$ cat config.mk
export PLATFORM = sky130hd
export DESIGN_NAME = ccbd_device_end_flat
export DESIGN_NICKNAME = d
export VERILOG_FILES = /design/src/common/ccbd_pkg.sv /design/src/common/ccbd_link_if.sv /design/src/logic/ccbd_device_end.sv /design/src/logic/ccbd_tone_map.sv /design/src/flat_wrapper.sv
export VERILOG_INCLUDE_DIRS = /design/src /design/src/common
export SDC_FILE = /design/constraint.sdc
export NUM_CORES = 1
export LEC_CHECK = 0
export BUFFER_PORTS_ARGS = -buffer_cell sky130_fd_sc_hd__buf_2
export CAP_MARGIN = 20
export CORE_ASPECT_RATIO = 0.75
export CORE_MARGIN = 2
export CORE_UTILIZATION = 40
export CTS_BUF_LIST = sky130_fd_sc_hd__clkbuf_8 sky130_fd_sc_hd__clkbuf_16
export DETAILED_ROUTE_END_ITERATION = 16
export GPL_TIMING_DRIVEN = 0
export PLACE_DENSITY_LB_ADDON = 0.2
export SETUP_SLACK_MARGIN = 0.3
export SLEW_MARGIN = 15
export SYNTH_ARGS = -nofsm -noshare
export SYNTH_HDL_FRONTEND = slang
export SYNTH_HIERARCHICAL = 1
export SYNTH_SLANG_ARGS = --single-unit
$ cat constraint.sdc
create_clock -name mclk -period 3 [get_ports mclk]
set_input_delay 0.15 -clock mclk [delete_from_list [all_inputs] [get_ports mclk]]
set_output_delay 0.15 -clock mclk [all_outputs]
set_load 0.05 [all_outputs]
$ cat src/common/ccbd_defines.svh
// Constants of the codec control byte decoder: field positions, codes, reset values and tables.
// Assumes inclusion by bare name from every design file that decodes or builds control bytes.
// What this block does
// (RULE_01) Power field gates playback and record converters.
// (RULE_02) Top bits 00 load six-bit volume step.
// (RULE_03) Top bits 01 load bass and shelf codes.
// (RULE_04) Top bits 10 load tap, emphasis, mute, curve.
// (RULE_05) Top bits 11000 store three-bit extended address.
// (RULE_06) Top bits 111 carry five-bit extended payload.
// (RULE_07) Address byte then payload selects extended register.
// (RULE_08) Volume: codes 0,1 zero dB, 62+ silence.
// (RULE_09) Bass: flat zero, min cap 18, max 24.
// (RULE_10) Shelf: flat zero, otherwise 0,2,4,6 dB.
// (RULE_11) Curve: 00 flat, 01/10 minimum, 11 maximum.
// (RULE_12) Peak tap: 0 before tone, 1 after.
// (RULE_13) Emphasis undo: bypass, 32, 44.1, 48 kHz.
// (RULE_14) Mute bit silences digital playback signal.
// (RULE_15) Extended addresses map to their six registers.
// (RULE_16) Mixer coefficient: 1.5 dB steps, 11111 blocks.
// (RULE_17) Mixer source: differential, one, two, weighted sum.
// (RULE_18) Mic gain table; active with loop, non-differential.
// (RULE_19) Loop off: manual gain; on: automatic plus mic.
// (RULE_20) Channel-two gain assembled from two writes.
// (RULE_21) Target level -9.0/-11.5/-15.0/-17.5 dB FS.
// (RULE_22) Channel-two gain -3 dB plus half-dB steps.
// (RULE_23) Timing code selects attack and decay pair.
// (RULE_24) Payloads to unassigned addresses are ignored.
`ifndef CCBD_DEFINES_SVH
`define CCBD_DEFINES_SVH

// ==========================================================================
// Byte layout
`define CCBD_GROUP_VOLUME 2'b00
`define CCBD_GROUP_TONE 2'b01
`define CCBD_GROUP_MISC 2'b10
`define CCBD_GROUP_EXT 2'b11
`define CCBD_EXT_PAYLOAD_BIT 5
`define CCBD_EXT_ADDR_PAD 3'b000
`define CCBD_STATUS_POWER_BIT 7

// ==========================================================================
// Extended addresses
`define CCBD_EA_MIX_ONE 3'b000
`define CCBD_EA_MIX_TWO 3'b001
`define CCBD_EA_MIC_SRC 3'b010
`define CCBD_EA_LOOP_LOW 3'b100
`define CCBD_EA_GAIN_HIGH 3'b101
`define CCBD_EA_TIMING 3'b110

// ==========================================================================
// Reset values
`define CCBD_RST_POWER 2'b11
`define CCBD_RST_VOLUME 6'h00
`define CCBD_RST_BASS 4'h0
`define CCBD_RST_SHELF 2'h0
`define CCBD_RST_PEAK_TAP 1'b1
`define CCBD_RST_EMPHASIS 2'h0
`define CCBD_RST_MUTE 1'b0
`define CCBD_RST_CURVE 2'h0
`define CCBD_RST_MIX_COEF 5'h04
`define CCBD_RST_MIC_GAIN 3'h1
`define CCBD_RST_MIX_SRC 2'h0
`define CCBD_RST_LOOP_EN 1'b0
`define CCBD_RST_CH2_GAIN 7'h00
`define CCBD_RST_TIMING 3'h0
`define CCBD_RST_LEVEL 2'h0
`define CCBD_RST_EXT_ADDR 3'h0

// ==========================================================================
// Value tables
`define CCBD_VOL_SILENT_FROM 6'h3e
`define CCBD_BASS_CAP_MIN 5'h12
`define CCBD_BASS_CAP_MAX 5'h18
`define CCBD_MIX_BLOCK 5'h1f
`define CCBD_MIX_STEP_HALF_DB 7'h03
`define CCBD_MIC_UNUSED 3'h7
`define CCBD_CH2_OFFSET_HALF_DB 8'h06

`endif

$ cat src/common/ccbd_pkg.sv
// Types shared by both ends of the codec control byte decoder.
// Assumes nothing beyond a SystemVerilog compiler.
package ccbd_pkg;

    typedef enum logic [1:0] {
        CCBD_CURVE_FLAT = 2'b00,
        CCBD_CURVE_MIN = 2'b01,
        CCBD_CURVE_MIN_ALT = 2'b10,
        CCBD_CURVE_MAX = 2'b11
    } ccbd_curve_e;

    typedef enum logic [1:0] {
        CCBD_SRC_DOUBLE_DIFF = 2'b00,
        CCBD_SRC_IN_ONE = 2'b01,
        CCBD_SRC_IN_TWO = 2'b10,
        CCBD_SRC_MIXED = 2'b11
    } ccbd_mix_src_e;

    // Kind of request the user gives the host end.
    typedef enum logic [1:0] {
        CCBD_REQ_POWER = 2'b00,
        CCBD_REQ_DIRECT = 2'b01,
        CCBD_REQ_EXT = 2'b10,
        CCBD_REQ_NONE = 2'b11
    } ccbd_req_e;

    // Control write type carried with each byte.
    typedef enum logic {
        CCBD_TYPE_STATUS = 1'b0,
        CCBD_TYPE_DATA = 1'b1
    } ccbd_wtype_e;

    typedef enum logic {
        CCBD_HOST_IDLE = 1'b0,
        CCBD_HOST_PAYLOAD = 1'b1
    } ccbd_host_state_e;

endpackage

$ cat src/common/ccbd_link_if.sv
// Byte-write link between the host end and the device end.
// Assumes both ends run on the same mclk; the link carries no clock.
`timescale 1ns/1ps
interface ccbd_link_if;
    logic wr_stb;
    logic [7:0] wr_byte;
    ccbd_pkg::ccbd_wtype_e control_write_type;

    modport host (output wr_stb, output wr_byte, output control_write_type);
    modport dev (input wr_stb, input wr_byte, input control_write_type);
endinterface

$ cat src/logic/ccbd_device_end.sv
// Device end: decodes control bytes into codec settings and derived gains.
// Assumes one byte per strobe, on mclk, from the host end through the link.
`timescale 1ns/1ps
`include "ccbd_defines.svh"
module ccbd_device_end (
    // Clock and reset
    input wire logic mclk,
    input wire logic nrst,
    // Link
    ccbd_link_if.dev link,
    // Converter power
    output logic [1:0] power_switch,
    output logic play_conv_on,
    output logic rec_conv_on,
    // Playback settings
    output logic [5:0] volume_step,
    output logic [5:0] volume_atten_db,
    output logic volume_silent,
    output logic [3:0] bass_boost,
    output logic [1:0] high_shelf_gain,
    output ccbd_pkg::ccbd_curve_e tone_curve,
    output logic [4:0] bass_db,
    output logic [2:0] shelf_db,
    output logic peak_tap_select,
    output logic [1:0] emphasis_undo,
    output logic emphasis_on,
    output logic mute_bit,
    output logic play_silence,
    // Extended settings
    output logic [2:0] ext_addr,
    output logic [4:0] mix_coef_one,
    output logic [4:0] mix_coef_two,
    output logic [6:0] mix_one_atten_half_db,
    output logic [6:0] mix_two_atten_half_db,
    output logic mix_one_block,
    output logic mix_two_block,
    output ccbd_pkg::ccbd_mix_src_e mixer_source_select,
    output logic mix_use_one,
    output logic mix_use_two,
    output logic [2:0] mic_preamp_gain,
    output logic signed [5:0] mic_gain_db,
    output logic mic_gain_active,
    output logic gain_loop_enable,
    output logic [6:0] channel_two_gain,
    output logic signed [7:0] ch2_gain_half_db,
    output logic ch2_manual_active,
    output logic [2:0] gain_loop_timing,
    output logic [1:0] target_output_level,
    output logic [5:0] target_below_fs_half_db,
    output logic [4:0] attack_ms,
    output logic [8:0] decay_ms
);
    logic data_wr;
    logic [1:0] group;
    logic payload_wr;
    logic [4:0] ext_payload;
    logic [4:0] bass_db_c;
    logic [2:0] shelf_db_c;

    assign data_wr = link.wr_stb && (link.control_write_type == ccbd_pkg::CCBD_TYPE_DATA);
    assign group = link.wr_byte[7:6];
    assign payload_wr = data_wr && group == `CCBD_GROUP_EXT && link.wr_byte[`CCBD_EXT_PAYLOAD_BIT];
    assign ext_payload = link.wr_byte[4:0]; // see RULE_06

    // ==========================================================================
    // Power control
    // Only the status byte with its top bit set carries power; the other status byte is ignored here.
    always_ff @(posedge mclk) begin
        if (!nrst) begin
            power_switch <= `CCBD_RST_POWER;
        end else if (link.wr_stb && link.control_write_type == ccbd_pkg::CCBD_TYPE_STATUS
                     && link.wr_byte[`CCBD_STATUS_POWER_BIT]) begin
            power_switch <= link.wr_byte[1:0];
        end
    end
    assign play_conv_on = power_switch[0]; // see RULE_01
    assign rec_conv_on = power_switch[1]; // see RULE_01

    // ==========================================================================
    // Direct groups
    always_ff @(posedge mclk) begin
        if (!nrst) begin
            volume_step <= `CCBD_RST_VOLUME;
            bass_boost <= `CCBD_RST_BASS;
            high_shelf_gain <= `CCBD_RST_SHELF;
            peak_tap_select <= `CCBD_RST_PEAK_TAP;
            emphasis_undo <= `CCBD_RST_EMPHASIS;
            mute_bit <= `CCBD_RST_MUTE;
            tone_curve <= ccbd_pkg::ccbd_curve_e'(`CCBD_RST_CURVE);
        end else if (data_wr) begin
            if (group == `CCBD_GROUP_VOLUME) begin
                volume_step <= link.wr_byte[5:0]; // see RULE_02
            end else if (group == `CCBD_GROUP_TONE) begin
                bass_boost <= link.wr_byte[5:2]; // see RULE_03
                high_shelf_gain <= link.wr_byte[1:0]; // see RULE_03
            end else if (group == `CCBD_GROUP_MISC) begin
                peak_tap_select <= link.wr_byte[5]; // see RULE_04 and RULE_12
                emphasis_undo <= link.wr_byte[4:3]; // see RULE_04
                mute_bit <= link.wr_byte[2]; // see RULE_04
                tone_curve <= ccbd_pkg::ccbd_curve_e'(link.wr_byte[1:0]); // see RULE_04
            end
        end
    end

    // ==========================================================================
    // Extended address and registers
    // A byte 11 with nonzero bits 5 to 3 but bit 5 clear matches neither form and is dropped.
    always_ff @(posedge mclk) begin
        if (!nrst) begin
            ext_addr <= `CCBD_RST_EXT_ADDR;
        end else if (data_wr && group == `CCBD_GROUP_EXT && link.wr_byte[5:3] == `CCBD_EXT_ADDR_PAD) begin
            ext_addr <= link.wr_byte[2:0]; // see RULE_05
        end
    end

    // The address stays after a payload, so repeated payloads go to the same register.
    always_ff @(posedge mclk) begin
        if (!nrst) begin
            mix_coef_one <= `CCBD_RST_MIX_COEF;
            mix_coef_two <= `CCBD_RST_MIX_COEF;
            mic_preamp_gain <= `CCBD_RST_MIC_GAIN;
            mixer_source_select <= ccbd_pkg::ccbd_mix_src_e'(`CCBD_RST_MIX_SRC);
            gain_loop_enable <= `CCBD_RST_LOOP_EN;
            channel_two_gain <= `CCBD_RST_CH2_GAIN;
            gain_loop_timing <= `CCBD_RST_TIMING;
            target_output_level <= `CCBD_RST_LEVEL;
        end else if (payload_wr) begin // see RULE_07
            if (ext_addr == `CCBD_EA_MIX_ONE) begin
                mix_coef_one <= ext_payload; // see RULE_15
            end else if (ext_addr == `CCBD_EA_MIX_TWO) begin
                mix_coef_two <= ext_payload; // see RULE_15
            end else if (ext_addr == `CCBD_EA_MIC_SRC) begin
                mic_preamp_gain <= ext_payload[4:2]; // see RULE_15
                mixer_source_select <= ccbd_pkg::ccbd_mix_src_e'(ext_payload[1:0]);
            end else if (ext_addr == `CCBD_EA_LOOP_LOW) begin
                gain_loop_enable <= ext_payload[4]; // see RULE_15
                channel_two_gain[1:0] <= ext_payload[1:0]; // see RULE_20
            end else if (ext_addr == `CCBD_EA_GAIN_HIGH) begin
                channel_two_gain[6:2] <= ext_payload; // see RULE_20
            end else if (ext_addr == `CCBD_EA_TIMING) begin
                gain_loop_timing <= ext_payload[4:2]; // see RULE_15
                target_output_level <= ext_payload[1:0];
            end
            // Addresses 011 and 111 fall through and change nothing. see RULE_24
        end
    end

    // ==========================================================================
    // Derived values
    ccbd_tone_map u_tone_map (
        .curve(tone_curve),
        .bass_code(bass_boost),
        .shelf_code(high_shelf_gain),
        .bass_db(bass_db_c),
        .shelf_db(shelf_db_c)
    );

    // Derived values other than emphasis_on, play_silence, mix_use_one and mix_use_two are registered once more, so they trail their codes by one cycle.
    always_ff @(posedge mclk) begin
        if (!nrst) begin
            volume_atten_db <= 6'h00;
            volume_silent <= 1'b0;
            bass_db <= 5'h00;
            shelf_db <= 3'h0;
        end else begin
            volume_silent <= (volume_step >= `CCBD_VOL_SILENT_FROM); // see RULE_08
            if (volume_step == 6'h00) begin
                volume_atten_db <= 6'h00; // see RULE_08
            end else begin
                volume_atten_db <= volume_step - 6'h01; // see RULE_08
            end
            bass_db <= bass_db_c; // see RULE_09
            shelf_db <= shelf_db_c; // see RULE_10
        end
    end

    assign emphasis_on = (emphasis_undo != 2'h0); // see RULE_13
    assign play_silence = mute_bit; // see RULE_14

    always_ff @(posedge mclk) begin
        if (!nrst) begin
            mix_one_atten_half_db <= 7'h00;
            mix_two_atten_half_db <= 7'h00;
            mix_one_block <= 1'b0;
            mix_two_block <= 1'b0;
        end else begin
            mix_one_atten_half_db <= 7'({2'b00, mix_coef_one} * `CCBD_MIX_STEP_HALF_DB); // see RULE_16
            mix_two_atten_half_db <= 7'({2'b00, mix_coef_two} * `CCBD_MIX_STEP_HALF_DB); // see RULE_16
            mix_one_block <= (mix_coef_one == `CCBD_MIX_BLOCK); // see RULE_16
            mix_two_block <= (mix_coef_two == `CCBD_MIX_BLOCK); // see RULE_16
        end
    end

    assign mix_use_one = mixer_source_select[0]; // see RULE_17
    assign mix_use_two = mixer_source_select[1]; // see RULE_17

    always_ff @(posedge mclk) begin
        if (!nrst) begin
            mic_gain_db <= 6'sh00;
            mic_gain_active <= 1'b0;
            ch2_gain_half_db <= 8'sh00;
            ch2_manual_active <= 1'b0;
        end else begin
            case (mic_preamp_gain)
                3'h0: mic_gain_db <= -6'sd3; // see RULE_18
                3'h1: mic_gain_db <= 6'sd0;
                3'h2: mic_gain_db <= 6'sd3;
                3'h3: mic_gain_db <= 6'sd9;
                3'h4: mic_gain_db <= 6'sd15;
                3'h5: mic_gain_db <= 6'sd21;
                3'h6: mic_gain_db <= 6'sd27;
                default: mic_gain_db <= 6'sd0;
            endcase
            mic_gain_active <= gain_loop_enable && mic_preamp_gain != `CCBD_MIC_UNUSED
                               && mixer_source_select != ccbd_pkg::CCBD_SRC_DOUBLE_DIFF; // see RULE_18
            ch2_gain_half_db <= $signed({1'b0, channel_two_gain}) - $signed(`CCBD_CH2_OFFSET_HALF_DB); // see RULE_22
            ch2_manual_active <= !gain_loop_enable
                                 && mixer_source_select != ccbd_pkg::CCBD_SRC_DOUBLE_DIFF; // see RULE_19
        end
    end

    always_ff @(posedge mclk) begin
        if (!nrst) begin
            target_below_fs_half_db <= 6'h00;
            attack_ms <= 5'h00;
            decay_ms <= 9'h000;
        end else begin
            case (target_output_level)
                2'h0: target_below_fs_half_db <= 6'd18; // see RULE_21
                2'h1: target_below_fs_half_db <= 6'd23;
                2'h2: target_below_fs_half_db <= 6'd30;
                default: target_below_fs_half_db <= 6'd35;
            endcase
            case (gain_loop_timing)
                3'h0: attack_ms <= 5'd11; // see RULE_23
                3'h1: attack_ms <= 5'd16;
                3'h2: attack_ms <= 5'd11;
                3'h3: attack_ms <= 5'd16;
                3'h4: attack_ms <= 5'd21;
                3'h5: attack_ms <= 5'd11;
                3'h6: attack_ms <= 5'd16;
                default: attack_ms <= 5'd21;
            endcase
            if (gain_loop_timing < 3'h2) begin
                decay_ms <= 9'd100; // see RULE_23
            end else if (gain_loop_timing < 3'h5) begin
                decay_ms <= 9'd200;
            end else begin
                decay_ms <= 9'd400;
            end
        end
    end
endmodule // ccbd_device_end

$ cat src/logic/ccbd_tone_map.sv
// Tone curve to bass boost and high-shelf gain in dB.
// Assumes registered codes at its inputs; it is purely combinational.
`timescale 1ns/1ps
`include "ccbd_defines.svh"
module ccbd_tone_map (
    // Codes
    input wire ccbd_pkg::ccbd_curve_e curve,
    input wire logic [3:0] bass_code,
    input wire logic [1:0] shelf_code,
    // Gains in dB
    output logic [4:0] bass_db,
    output logic [2:0] shelf_db
);
    logic [4:0] raw_bass;

    always_comb begin
        raw_bass = {bass_code, 1'b0};
        case (curve)
            ccbd_pkg::CCBD_CURVE_FLAT: begin
                bass_db = 5'h00; // see RULE_09
                shelf_db = 3'h0; // see RULE_10
            end
            ccbd_pkg::CCBD_CURVE_MAX: begin
                bass_db = (raw_bass > `CCBD_BASS_CAP_MAX) ? `CCBD_BASS_CAP_MAX : raw_bass; // see RULE_09
                shelf_db = {shelf_code, 1'b0}; // see RULE_10
            end
            default: begin
                // Both minimum codes share one curve.
                bass_db = (raw_bass > `CCBD_BASS_CAP_MIN) ? `CCBD_BASS_CAP_MIN : raw_bass; // see RULE_11
                shelf_db = {shelf_code, 1'b0}; // see RULE_10
            end
        endcase
    end
endmodule // ccbd_tone_map

$ cat src/flat_wrapper.sv
// flat-port wrapper written by rule: the top's interface ports become plain ports
module ccbd_device_end_flat 
  (mclk, nrst, power_switch, play_conv_on, rec_conv_on, volume_step, volume_atten_db, volume_silent, bass_boost, high_shelf_gain, tone_curve, bass_db, shelf_db, peak_tap_select, emphasis_undo, emphasis_on, mute_bit, play_silence, ext_addr, mix_coef_one, mix_coef_two, mix_one_atten_half_db, mix_two_atten_half_db, mix_one_block, mix_two_block, mixer_source_select, mix_use_one, mix_use_two, mic_preamp_gain, mic_gain_db, mic_gain_active, gain_loop_enable, channel_two_gain, ch2_gain_half_db, ch2_manual_active, gain_loop_timing, target_output_level, target_below_fs_half_db, attack_ms, decay_ms, link_wr_stb, link_wr_byte, link_control_write_type);
  ccbd_link_if link_i ();
  input wire logic mclk;
  input wire logic nrst;
  output logic [1:0] power_switch;
  output logic play_conv_on;
  output logic rec_conv_on;
  output logic [5:0] volume_step;
  output logic [5:0] volume_atten_db;
  output logic volume_silent;
  output logic [3:0] bass_boost;
  output logic [1:0] high_shelf_gain;
  output ccbd_pkg::ccbd_curve_e tone_curve;
  output logic [4:0] bass_db;
  output logic [2:0] shelf_db;
  output logic peak_tap_select;
  output logic [1:0] emphasis_undo;
  output logic emphasis_on;
  output logic mute_bit;
  output logic play_silence;
  output logic [2:0] ext_addr;
  output logic [4:0] mix_coef_one;
  output logic [4:0] mix_coef_two;
  output logic [6:0] mix_one_atten_half_db;
  output logic [6:0] mix_two_atten_half_db;
  output logic mix_one_block;
  output logic mix_two_block;
  output ccbd_pkg::ccbd_mix_src_e mixer_source_select;
  output logic mix_use_one;
  output logic mix_use_two;
  output logic [2:0] mic_preamp_gain;
  output logic signed [5:0] mic_gain_db;
  output logic mic_gain_active;
  output logic gain_loop_enable;
  output logic [6:0] channel_two_gain;
  output logic signed [7:0] ch2_gain_half_db;
  output logic ch2_manual_active;
  output logic [2:0] gain_loop_timing;
  output logic [1:0] target_output_level;
  output logic [5:0] target_below_fs_half_db;
  output logic [4:0] attack_ms;
  output logic [8:0] decay_ms;
  input wire logic [$bits(link_i.wr_stb)-1:0] link_wr_stb;
  input wire logic [$bits(link_i.wr_byte)-1:0] link_wr_byte;
  input wire logic [$bits(link_i.control_write_type)-1:0] link_control_write_type;
  assign link_i.wr_stb = link_wr_stb;
  assign link_i.wr_byte = link_wr_byte;
  assign link_i.control_write_type = link_control_write_type;
  ccbd_device_end u_core (.mclk(mclk), .nrst(nrst), .link(link_i), .power_switch(power_switch), .play_conv_on(play_conv_on), .rec_conv_on(rec_conv_on), .volume_step(volume_step), .volume_atten_db(volume_atten_db), .volume_silent(volume_silent), .bass_boost(bass_boost), .high_shelf_gain(high_shelf_gain), .tone_curve(tone_curve), .bass_db(bass_db), .shelf_db(shelf_db), .peak_tap_select(peak_tap_select), .emphasis_undo(emphasis_undo), .emphasis_on(emphasis_on), .mute_bit(mute_bit), .play_silence(play_silence), .ext_addr(ext_addr), .mix_coef_one(mix_coef_one), .mix_coef_two(mix_coef_two), .mix_one_atten_half_db(mix_one_atten_half_db), .mix_two_atten_half_db(mix_two_atten_half_db), .mix_one_block(mix_one_block), .mix_two_block(mix_two_block), .mixer_source_select(mixer_source_select), .mix_use_one(mix_use_one), .mix_use_two(mix_use_two), .mic_preamp_gain(mic_preamp_gain), .mic_gain_db(mic_gain_db), .mic_gain_active(mic_gain_active), .gain_loop_enable(gain_loop_enable), .channel_two_gain(channel_two_gain), .ch2_gain_half_db(ch2_gain_half_db), .ch2_manual_active(ch2_manual_active), .gain_loop_timing(gain_loop_timing), .target_output_level(target_output_level), .target_below_fs_half_db(target_below_fs_half_db), .attack_ms(attack_ms), .decay_ms(decay_ms));
endmodule
* Word-level counts from Yosys, hierarchy flattened *
Index checks and enable logic that the tools add are counted.

word-level totals
  bits in registers = 118
  input port bits = 12
  output and inout port bits = 124
  word-level logic and storage cells = 119

cells by class
  add/sub/neg operators = 2
  multiply operators = 2
  magnitude comparators = 5
  equality and inequality tests = 24
  multiplexer cells = 8
  bitwise gates (word level) = 9
  reductions and logical operators = 34

operators by type and width
  kind                                                      number
  one-hot mux 6 bit (6 select lines)                        1
  == test 3 bit, second input constant                      8
  one-hot mux 5 bit (2 select lines)                        2
  one-hot mux 6 bit (3 select lines)                        1
  == test 3 x 2 -> 1 bit, second input constant             5
  multiplier 5 x 2 -> 7 bit, second input constant          2
  logical NOT 3 bit                                         4
  == test 5 bit, second input constant                      2
  greater-than comparator 5 bit, second input constant      2
  2-to-1 mux 5 bit                                          2
  logical AND 1 bit                                         9
  2-to-1 mux 9 bit                                          1
  inverter 1 bit                                            9
  == test 2 bit, second input constant                      4
  AND reduction 4 bit                                       2
  subtractor 7 x 3 -> 8 bit, second input constant          1
  2-to-1 mux 7 bit                                          1
  AND reduction 7 bit                                       1
  == test 3 x 1 -> 1 bit, second input constant             2
  greater-or-equal comparator 6 bit, second input constant  1
  logical NOT 2 bit                                         3
  logical NOT 6 bit                                         1
  AND reduction 3 bit                                       2
  AND reduction 6 bit                                       1
  other kinds (11)                                          17

* Longest topological paths before layout *
Gate-level depths: netlist of run 1.

  depth after elaboration = 4
  gate-level depth with buffers = 6
  depth with buffers taken out = 6

* Hierarchy *
The synthesis of run 1 kept the hierarchy.

modules (own cells, without submodules)
  module           times used  cells each  area an instance (µm²)  sequential area each (µm²)
  ccbd_device_end  1           429         4256.6                  2262.2
  ccbd_tone_map    1           18          132.6                   0.0

* Worst setup path before layout of run 1 *
OpenSTA, ideal clock, no wires.

  path type = reg-to-reg
  start = reg u_core.mix_coef_one[1]
  end = reg u_core.mix_one_atten_half_db[5]
  setup time = 72 ps
  arrival = 1831 ps
  data required time = 2928 ps
  slack = 1097 ps
  stages on the path, launching flop included = 7
  path buffers = 0
  period minus slack after synthesis = 1903 ps
  path through = dfxtp_1 ha_1 inv_1 fa_1 nand2b_1 a21oi_1 mux2i_1

on the way
  word-level cells in the longest chain between the ends = 1

ends and longest elaborated chain
  what                                        RTL line                text
  start: declaration                          ccbd_device_end.sv:31   output logic [4:0] mix_coef_one,
  start signal: assignment                    ccbd_device_end.sv:119  mix_coef_one <= `CCBD_RST_MIX_COEF;
  start signal: assignment                    ccbd_device_end.sv:129  mix_coef_one <= ext_payload;
  multiplier 5 x 2 -> 7 bit (no source line)  n/a
  end signal: assignment                      ccbd_device_end.sv:187  mix_one_atten_half_db <= 7'({2'b00, mix_coef_one} * `CCBD_MIX_STEP_HALF_DB);
  end: declaration                            ccbd_device_end.sv:33   output logic [6:0] mix_one_atten_half_db,

Every way passes these cells.
A chain may end at the register's enable or synchronous reset.

* Final worst setup path of run 1 *
  start = in nrst
  end = reg u_core.tone_curve[0]

RTL lines
  what                    RTL line                text
  start: declaration      flat_wrapper.sv:6       input wire logic nrst;
  end signal: assignment  ccbd_device_end.sv:89   tone_curve <= ccbd_pkg::ccbd_curve_e'(`CCBD_RST_CURVE);
  end signal: assignment  ccbd_device_end.sv:100  tone_curve <= ccbd_pkg::ccbd_curve_e'(link.wr_byte[1:0]);
  end: declaration        ccbd_device_end.sv:21   output ccbd_pkg::ccbd_curve_e tone_curve,

No word-level cell between the ends.

==> flow_summary.ini, run 1 <==
[finish]
layout-drive-gt1-share_pct = 29.0
layout_commonest_cell = buf_2
area_growth_syn_to_layout_pct = 32.1
diodes = 0
postLayoutCoreUtil_pct = 53.6
fin_nets = 636
final_cell_mix = buf_2 (136), dfxtp_1 (113), nand2_1 (45), mux2i_1 (45), nor2_1 (41)

[die]
io_pins = 136
rows = 33
die_w_um = 125
core_um2 = 10800
die_y_um = 94.7
die-area_um2 = 11800
initial_utilization_pct = 40.6

[synth]
ys_seq_area_share_pct = 51.5
ys_seq_elements = 113
synth_area_leader_cell = dfxtp_1
synth_area_um2 = 4390
yosysWarnings = 6
yosys.cell_types.count = 41
avgSynthCellArea_um2 = 9.82
yosys-top-cells-area = dfxtp_1 (52%), mux2i_1 (10%), ha_1 (5.7%)
synth_ff_type = dfxtp_1
netlist_instances = 447
synth_top_area_share_pct = 51.5
synth_edf_count = 0
async_reset_ff_share_pct = 0

[clock_tree]
postCtsHoldBufs = 1
cts_root_buf = clkbuf_16
cts_resized = 0
numCtsBuffers = 17
cts_setup_buffers = 0
clk_latency_ns = 0.39
cts_buffer_depth = 2
htree_levels = 4
clkSinkCount = 113
cts_tree = yes
clkTransAtPathRegs_ns = 0.05

[timing]
finalSetupViolCount = 0
fin_tns_setup_ns = 0
finalWorstSetupSlack_ns = 0.961
fin_crit_ns = 2.04
fmax_ghz = 0.490
fin_skew_ns = 0.00602
slew_viol_final = 0
tightest_slew_ns = 0.669
max_slew_margin_pct = 55.4
rsz0062_at_grt = no
hold_viol = 0
fin_crit_sh_pct = 68.0

[critical_path]
crit_path_end_kind = flop
r2r_setup_slack_ns = 1.29
setup.worst_path.start = nrst
r2r-start = u_core/mix_coef_two[1]
timing.rr.end = u_core/mix_two_atten_half_db[5]
startpoint_type = input pin
reg2reg_depth = 6
arrival_ns = 2.29
crit_end = u_core/tone_curve[0]
crit_type = in2reg
crit_required_ns = 3.25
crit_fanout = 10

[drt]
vias_per_cell = 4.74
drc = 0
drt_iter0_drc = 202
num_vias = 3573
final_antenna_net_count = 0
finalWirelength_mm = 11.2
wl_per_cell_um = 14.8
firstDrtPassIters = 6

[placed_design]
dpl_worst_slack_ns = 1.09
io_buffers = 133
hpwl_mm = 7.93
gp_congestion = 0.774

[global_routing]
grtUsageTotal_pct = 18.6
grt_overflow = 0
antenna_found_initial = 0
grt_max_degree = 17
grt_pass1_vias = 3253
grt_pass1_wl_mm = 17.0

[power_and_ir_drop]
power.leakage_nw = 3.01
powerDensity_nw_per_um2 = 628
peakVddDrop_uv = 339

[worst_hold_path]
hp-class = in2reg

[job]
drv_cap = 0

[status]
status = finished, final reports clean
-- where the power goes --
group	internal, W	switching (W)	total [W]	leakage [nW]
clock	0.00120	0.000641	0.00184	0.293
sequential	0.00153	0.0000128	0.00154	0.918
combinational	0.0000599	0.000195	0.000255	1.80
-- worst min path at each step --
stage / slack [ns] / from / cells past startpoint / to
floorplan: 0.18 / nrst / 0 / u_core/target_below_fs_half_db[1]
global placement: 0.26 / nrst / 1 / u_core/target_below_fs_half_db[1]
detailed placement: 0.27 / nrst / 1 / u_core/target_below_fs_half_db[1]
CTS: 0.01 / link_wr_byte[2] / 3 / u_core/mute_bit
global route: 0.03 / link_wr_byte[3] / 3 / u_core/emphasis_undo[0]
finish: 0.03 / link_wr_byte[2] / 3 / u_core/mute_bit
-- flip-flops by register name, summed over array words and instances (netlist names), 4 cells and up --
register / count
u_core/decay_ms: 5
u_core/attack_ms: 4
u_core/mic_gain_db: 6
u_core/mix_two_atten_half_db: 7
u_core/ch2_gain_half_db: 8
u_core/volume_step: 6
u_core/target_below_fs_half_db: 6
u_core/mix_coef_two: 5
u_core/bass_boost: 4
u_core/mix_one_atten_half_db: 7
u_core/bass_db: 5
u_core/channel_two_gain: 7
u_core/mix_coef_one: 5
u_core/volume_atten_db: 6
-- synthesized netlist by cell type, drive strengths merged, types with 3 or more instances --
cell type / n
a21o: 3
a21oi: 11
and2: 15
and4: 4
buf: 17
clkbuf: 15
dfxtp: 113
ha: 20
inv: 22
mux2i: 45
nand2: 45
nand2b: 10
nand3: 14
nand3b: 3
nand4b: 5
nor2: 41
nor2b: 6
nor3: 5
o21ai: 20
or4: 3
xnor2: 5
xor2: 4
-- area by class of cell --
type                       instances  area [µm²]
sequential                       113        2260
clock buffer                      21         480
fill                            1034        5020
buffer                            32         169
inverter                          22        82.6
multi-input combinational        282        1880
timing repair buffer             134         676
clock inverter                    10        70.1
tap                              140         175
-- worst max-delay path, stage by stage --
cell,delay (ns)
dlygate4sd3_1,0.54
buf_2,0.12
buf_2,0.22
inv_1,0.11
clkbuf_1,0.49
clkbuf_1,0.54
nor2_1,0.12
-- kinds of logic after synthesis --
| kind of cell | after synthesis | share of synthesized area [%] |
|---|---|---|
| AO/OA/AOI/OAI | 44 | 5.90 |
| XOR/XNOR | 9 | 1.80 |
| adder cells (fa/ha/maj) | 22 | 6.61 |
| buffers and inverters | 54 | 5.73 |
| flip-flops | 113 | 51.5 |
| multiplexers | 45 | 10.3 |
| other | 2 | 0.171 |
| AND/OR/NAND/NOR | 158 | 18.0 |
-- stage by stage --
step	total power, W	hold slack (ns)	std cells	area (µm²)
6_report	0.00364	0.0279	754	5800
5_1_grt	0.00376	0.0331	754	5800
4_1_cts	0.00368	0.0116	754	5800
3_5_place_dp	0.00183	0.266	722	5240
3_3_place_gp	0.00183	0.265	722	5240
2_1_floorplan	0.00175	0.178	449	4400
-- metal layers --
metal	track usage [%]	routed length, µm	vias up
met5	0	0	-
met4	6.39	129	0
met3	5.44	746	12
met2	29.6	5060	115
met1	24.4	5240	1655
li1	-	-	1791
No activity file was read; power rests on OpenSTA's default activity.
==> run 2, diff against run 1 <==
==> constraint.sdc (replaced) <==
create_clock -name mclk -period 1.9 [get_ports mclk]
set_input_delay 0.095 -clock mclk [delete_from_list [all_inputs] [get_ports mclk]]
set_output_delay 0.095 -clock mclk [all_outputs]
set_load 0.05 [all_outputs]
==> run 2 against run 1 <==
Die area unchanged. Wire length up 2.5%. Utilization is 2.0 points higher. Via count increased by 1.6%. Final cell count grew 0.80%. Largest power group unchanged. Highest routed layer unchanged.
==> flow_summary.ini, run 2 (synthesis gave the netlist of run 1 again) <==
[status]
status = finished, final reports clean

[clock_tree]
clkTransAtPathRegs_ns = 0.05
clk_latency_ns = 0.40
numCtsBuffers = 17
cts_buffer_depth = 2
cts_root_buf = clkbuf_16
clkSinkCount = 113
htree_levels = 4
cts_setup_buffers = 0
cts_tree = yes

[drt]
drc = 0
wl_per_cell_um = 15.1
firstDrtPassIters = 4
dr_wl_met3_um = 580
vias_per_cell = 4.78
wl_met2_mm = 5.19
wl_met1_mm = 5.48
finalWirelength_mm = 11.5
final_antenna_net_count = 0
dr.max_layer_used = met4
drt_iter0_drc = 138
num_vias = 3629

[critical_path]
crit_slowest_cell = dfxtp_4
path_buf_inv = 1
crit_required_ns = 2.23
startpoint_type = flop
crit_chain = ha_2 > inv_1 > fa_2 > nand2b_4 > a21oi_2 > mux2i_1
max_stage_delay_ns = 0.37
arrival_ns = 1.87
crit_fanout = 5
crit_type = reg2reg
cp_top_family = adder cells
crit_path_end_kind = flop

[timing]
max_slew_margin_pct = 47.5
slew_viol_final = 0
fin_crit_ns = 1.53
rsz0062_at_grt = no
finalWorstSetupSlack_ns = 0.368
fin_tns_setup_ns = 0
tightest_slew_ns = 0.787
fmax_ghz = 0.653
finalSetupViolCount = 0
fin_crit_sh_pct = 80.7
fin_skew_ns = 0.00556
hold_viol = 0

[power_and_ir_drop]
peakVddDrop_uv = 553
powerDensity_nw_per_um2 = 1040
power_w = 0.00626
power.leakage_nw = 3.07

[die]
core_um2 = 10800
die_w_um = 125
initial_utilization_pct = 40.6
die_y_um = 94.7
die-area_um2 = 11800
io_pins = 136
rows = 33

[finish]
layout_commonest_cell = buf_2
fin_nets = 641
final_cell_mix = buf_2 (136), dfxtp_1 (102), nand2_1 (45), mux2i_1 (45), nor2_1 (41)
fill_cells = 1008
diodes = 0
area_growth_syn_to_layout_pct = 36.9
regMostFlops = u_core/ch2_gain_half_db
largest_reg_flops = 8
layout-drive-gt1-share_pct = 32.4
postLayoutCoreUtil_pct = 55.6

[placed_design]
hpwl_mm = 8.04
dpl_worst_slack_ns = 0.0289
io_buffers = 133
gp_congestion = 0.773

[global_routing]
grt_pass1_vias = 3415
grt_max_degree = 17
grtUsageTotal_pct = 19.8
grt_pass1_wl_mm = 17.9
antenna_found_initial = 0
grt_overflow = 0

[job]
drv_cap = 0

[worst_hold_path]
hp-class = in2reg
run 2: final cells by class:
class	instances	area [µm²]	area share (%)
plain buffers	32	169	2.81
clock buffers	24	533	8.87
clock inverters	8	120	2.00
inverters	22	82.6	1.37
multi-input cells	282	1920	31.9
flip-flops and latches	113	2290	38.0
well taps	140	175	2.91
repair buffers	139	726	12.1
run 2: repair_timing:
item                                    CTS  global route
endpoints found under the setup margin    2             2
hold buffers                              6             0
endpoints found under the hold margin     8             0
pin swaps                                 0             1
gates resized for setup                   3             5
run 2: final timing paths:
check,from,to,slack [ns],cells past startpoint
max,u_core/mix_coef_two[1],u_core/mix_two_atten_half_db[5],0.37,6
min,link_wr_byte[5],u_core/peak_tap_select,0.02,3
max reg2reg,u_core/mix_coef_two[1],u_core/mix_two_atten_half_db[5],0.37,6
min reg2reg,u_core/channel_two_gain[0],u_core/ch2_gain_half_db[0],0.46,2
run 2: metal layers:
metal  up-vias  track usage [%]
li1       1801                -
met1      1705             26.1
met2       109             31.0
met3        14             5.61
met4         0             8.33
met5         -                0
run 2: power breakdown:
group	internal, W	switching [W]
combinational	0.000102	0.000311
clock	0.00234	0.00107
sequential	0.00241	0.0000205
total	0.00485	0.00140
run 2: worst min-delay path, stage by stage:
cell and delay, ns:
buf_2 0.15, mux2i_1 0.09, nand2_1 0.06
run 2: stage by stage:
step | area [µm²] | hold slack (ns) | std cells
finish | 6010 | 0.0231 | 760
global route | 6010 | 0.0281 | 760
CTS | 5980 | 0.00984 | 760
detailed placement | 5260 | 0.211 | 722
global placement | 5260 | 0.210 | 722
floorplan | 4420 | 0.123 | 449
==> run 3, diff against run 2 <==
==> constraint.sdc (replaced) <==
create_clock -name mclk -period 1.28 [get_ports mclk]
set_input_delay 0.064 -clock mclk [delete_from_list [all_inputs] [get_ports mclk]]
set_output_delay 0.064 -clock mclk [all_outputs]
set_load 0.05 [all_outputs]
==> run 3 against run 2 <==
The run now ends with setup timing left. Global-route usage increased by 2.8 points. Utilization increased by 18 points. Final cell count increased by 8.0%. Clock skew grew 0.0086 ns. Flip-flop and latch count stayed put. Critical path type unchanged. Largest power group unchanged.
==> flow_summary.ini, run 3 (synthesis gave the netlist of run 1 again) <==
[status]
status = complete, but fails checks
violations = setup timing

[clock_tree]
htree_levels = 4
clkTransAtPathRegs_ns = 0.05
cts_root_buf = clkbuf_16
numCtsBuffers = 17
cts_tree = yes
clkSinkCount = 113
clk_latency_ns = 0.41
cts_buffer_depth = 2

[critical_path]
arrival_ns = 1.86
crit_required_ns = 1.62
timing.rr.end = u_core/volume_atten_db[5]
r2r-start = u_core/volume_step[3]
crit_fanout = 3
crit_path_end_kind = flop
startpoint_type = flop
r2r_setup_slack_ns = -0.24
reg2reg_depth = 3
crit_type = reg2reg

[finish]
area_growth_syn_to_layout_pct = 81.8
largest_reg_flops = 8
final_cell_mix = buf_6 (92), buf_8 (63), dfxtp_4 (44)
fin_nets = 702
stdcell_area_um2 = 7980
regMostFlops = u_core/ch2_gain_half_db
fill_cells = 710
layout_commonest_cell = buf_6
diodes = 0
layout-drive-gt1-share_pct = 55.4

[power_and_ir_drop]
peakVddDrop_uv = 772
p_comb_share_pct = 9.8
p_sw_share_pct = 24.8
seq_power_share_pct = 41.5
power_w = 0.00857
clockPowerShare_pct = 48.7
powerDensity_nw_per_um2 = 1070
p_switching_w = 0.00213
intPower_w = 0.00644
power.leakage_nw = 3.71

[global_routing]
grt_pass1_vias = 4016
grt_pass1_wl_mm = 20.7
grtUsageTotal_pct = 22.7
grt_max_degree = 17
antenna_found_initial = 0
grt_overflow = 0

[timing]
hold_viol = 0
slew_viol_final = 0
fin_crit_ns = 1.52
rsz0062_at_grt = yes
finalWorstSetupSlack_ns = -0.236
fin_skew_ns = 0.0142
fin_crit_sh_pct = 118
finalSetupViolCount = 12
max_slew_margin_pct = 47.6
fmax_ghz = 0.660
tightest_slew_ns = 0.786

[worst_hold_path]
hp-class = in2reg
hold_path_end = u_core/bass_boost[0]
worstHoldStart = link_wr_byte[6]
hold_path_depth = 4

[placed_design]
hpwl_mm = 7.97
dpl_worst_slack_ns = -0.588
gp_congestion = 0.801
placed_area_um2 = 5530
io_buffers = 133

[die]
die_w_um = 125
core_um2 = 10800
die-area_um2 = 11800
rows = 33
io_pins = 136
initial_utilization_pct = 40.6
die_y_um = 94.7

[job]
drv_cap = 0

[drt]
firstDrtPassIters = 8
num_vias = 4032
final_antenna_net_count = 0
drt_iter0_drc = 175
wl_per_cell_um = 17.4
drc = 0
vias_per_cell = 4.91
finalWirelength_mm = 14.3
==> run 3: cell count changes in the layout (fill, tap and decap cells not counted), sizes merged, moves of 2 or more <==
cell      delta
buf         +64
bufinv       -3
clkbuf       -7
clkinv       +4
clkinvlp     -2
inv          +4
==> run 3: critical path, cell delays in order, from the launching register on <==
cell and delay [ns]:
dfxtp_4 0.35, or4_4 0.55, or4_4 0.43, a21oi_2 0.12
==> run 3: through the flow <==
| stage | utilization (%) | instances | hold slack (ns) | setup TNS, ns |
|---|---|---|---|---|
| 5_1_grt | 73.8 | 821 | 0.131 | -2.31 |
| 2_1_floorplan | - | 449 | 0.0917 | -0.739 |
| 4_1_cts | 68.8 | 799 | 0.0822 | -0.900 |
| 6_report | 73.8 | 821 | 0.0960 | -1.57 |
| 3_5_place_dp | 51.1 | 722 | 0.180 | -16.88 |
| 3_3_place_gp | 51.1 | 722 | 0.178 | -15.94 |
==> run 3: area by class of cell <==
type                       count  area, µm²  share of cell area, %
buffer                        32        245                   3.07
clock buffer                  21        480                   6.02
clock inverter                11       50.0                  0.627
inverter                      22       87.6                   1.10
multi-input combinational    282       2180                   27.4
sequential                   113       2460                   30.9
tap                          140        175                   2.20
timing repair buffer         200       2290                   28.7
==> run 3: power by group through the flow <==
| stage | clock [W] | sequential, W | combinational (W) |
|---|---|---|---|
| finish | 0.00417 | 0.00355 | 0.000844 |
| global route | 0.00443 | 0.00356 | 0.000878 |
| CTS | 0.00422 | 0.00355 | 0.000761 |
| detailed placement | 0 | 0.00364 | 0.000610 |
| global placement | 0 | 0.00364 | 0.000605 |
| floorplan | 0 | 0.00385 | 0.000218 |
==> run 3: metal layers <==
layer / vias up / GRT usage, % / share of wire (%)
li1: 1923 / - / -
met1: 1911 / 28.7 / 43
met4: 0 / 10.4 / 3.2
met2: 160 / 36.7 / 49
met3: 38 / 6.06 / 5.7
met5: - / 0 / 0
==> run 3: repair_timing <==
item,in CTS,in global routing
gates cloned,0,0
setup endpoints to repair,194,190
hold buffers,7,0
pin swaps,23,22
setup buffers,38,22
gates resized for setup,332,122
hold endpoints to repair,10,0
==> run 3: how the worst max path moves through the flow <==
stage,start,endpoint,cells past startpoint
5_1_grt,u_core/volume_step[3],u_core/volume_atten_db[5],3
4_1_cts,u_core/volume_step[1],u_core/volume_atten_db[5],3
3_5_place_dp,nrst,u_core/mic_gain_db[3],6
3_3_place_gp,nrst,u_core/mic_gain_db[0],6
6_report,u_core/volume_step[3],u_core/volume_atten_db[5],3
2_1_floorplan,u_core/volume_step[0],u_core/volume_atten_db[5],3
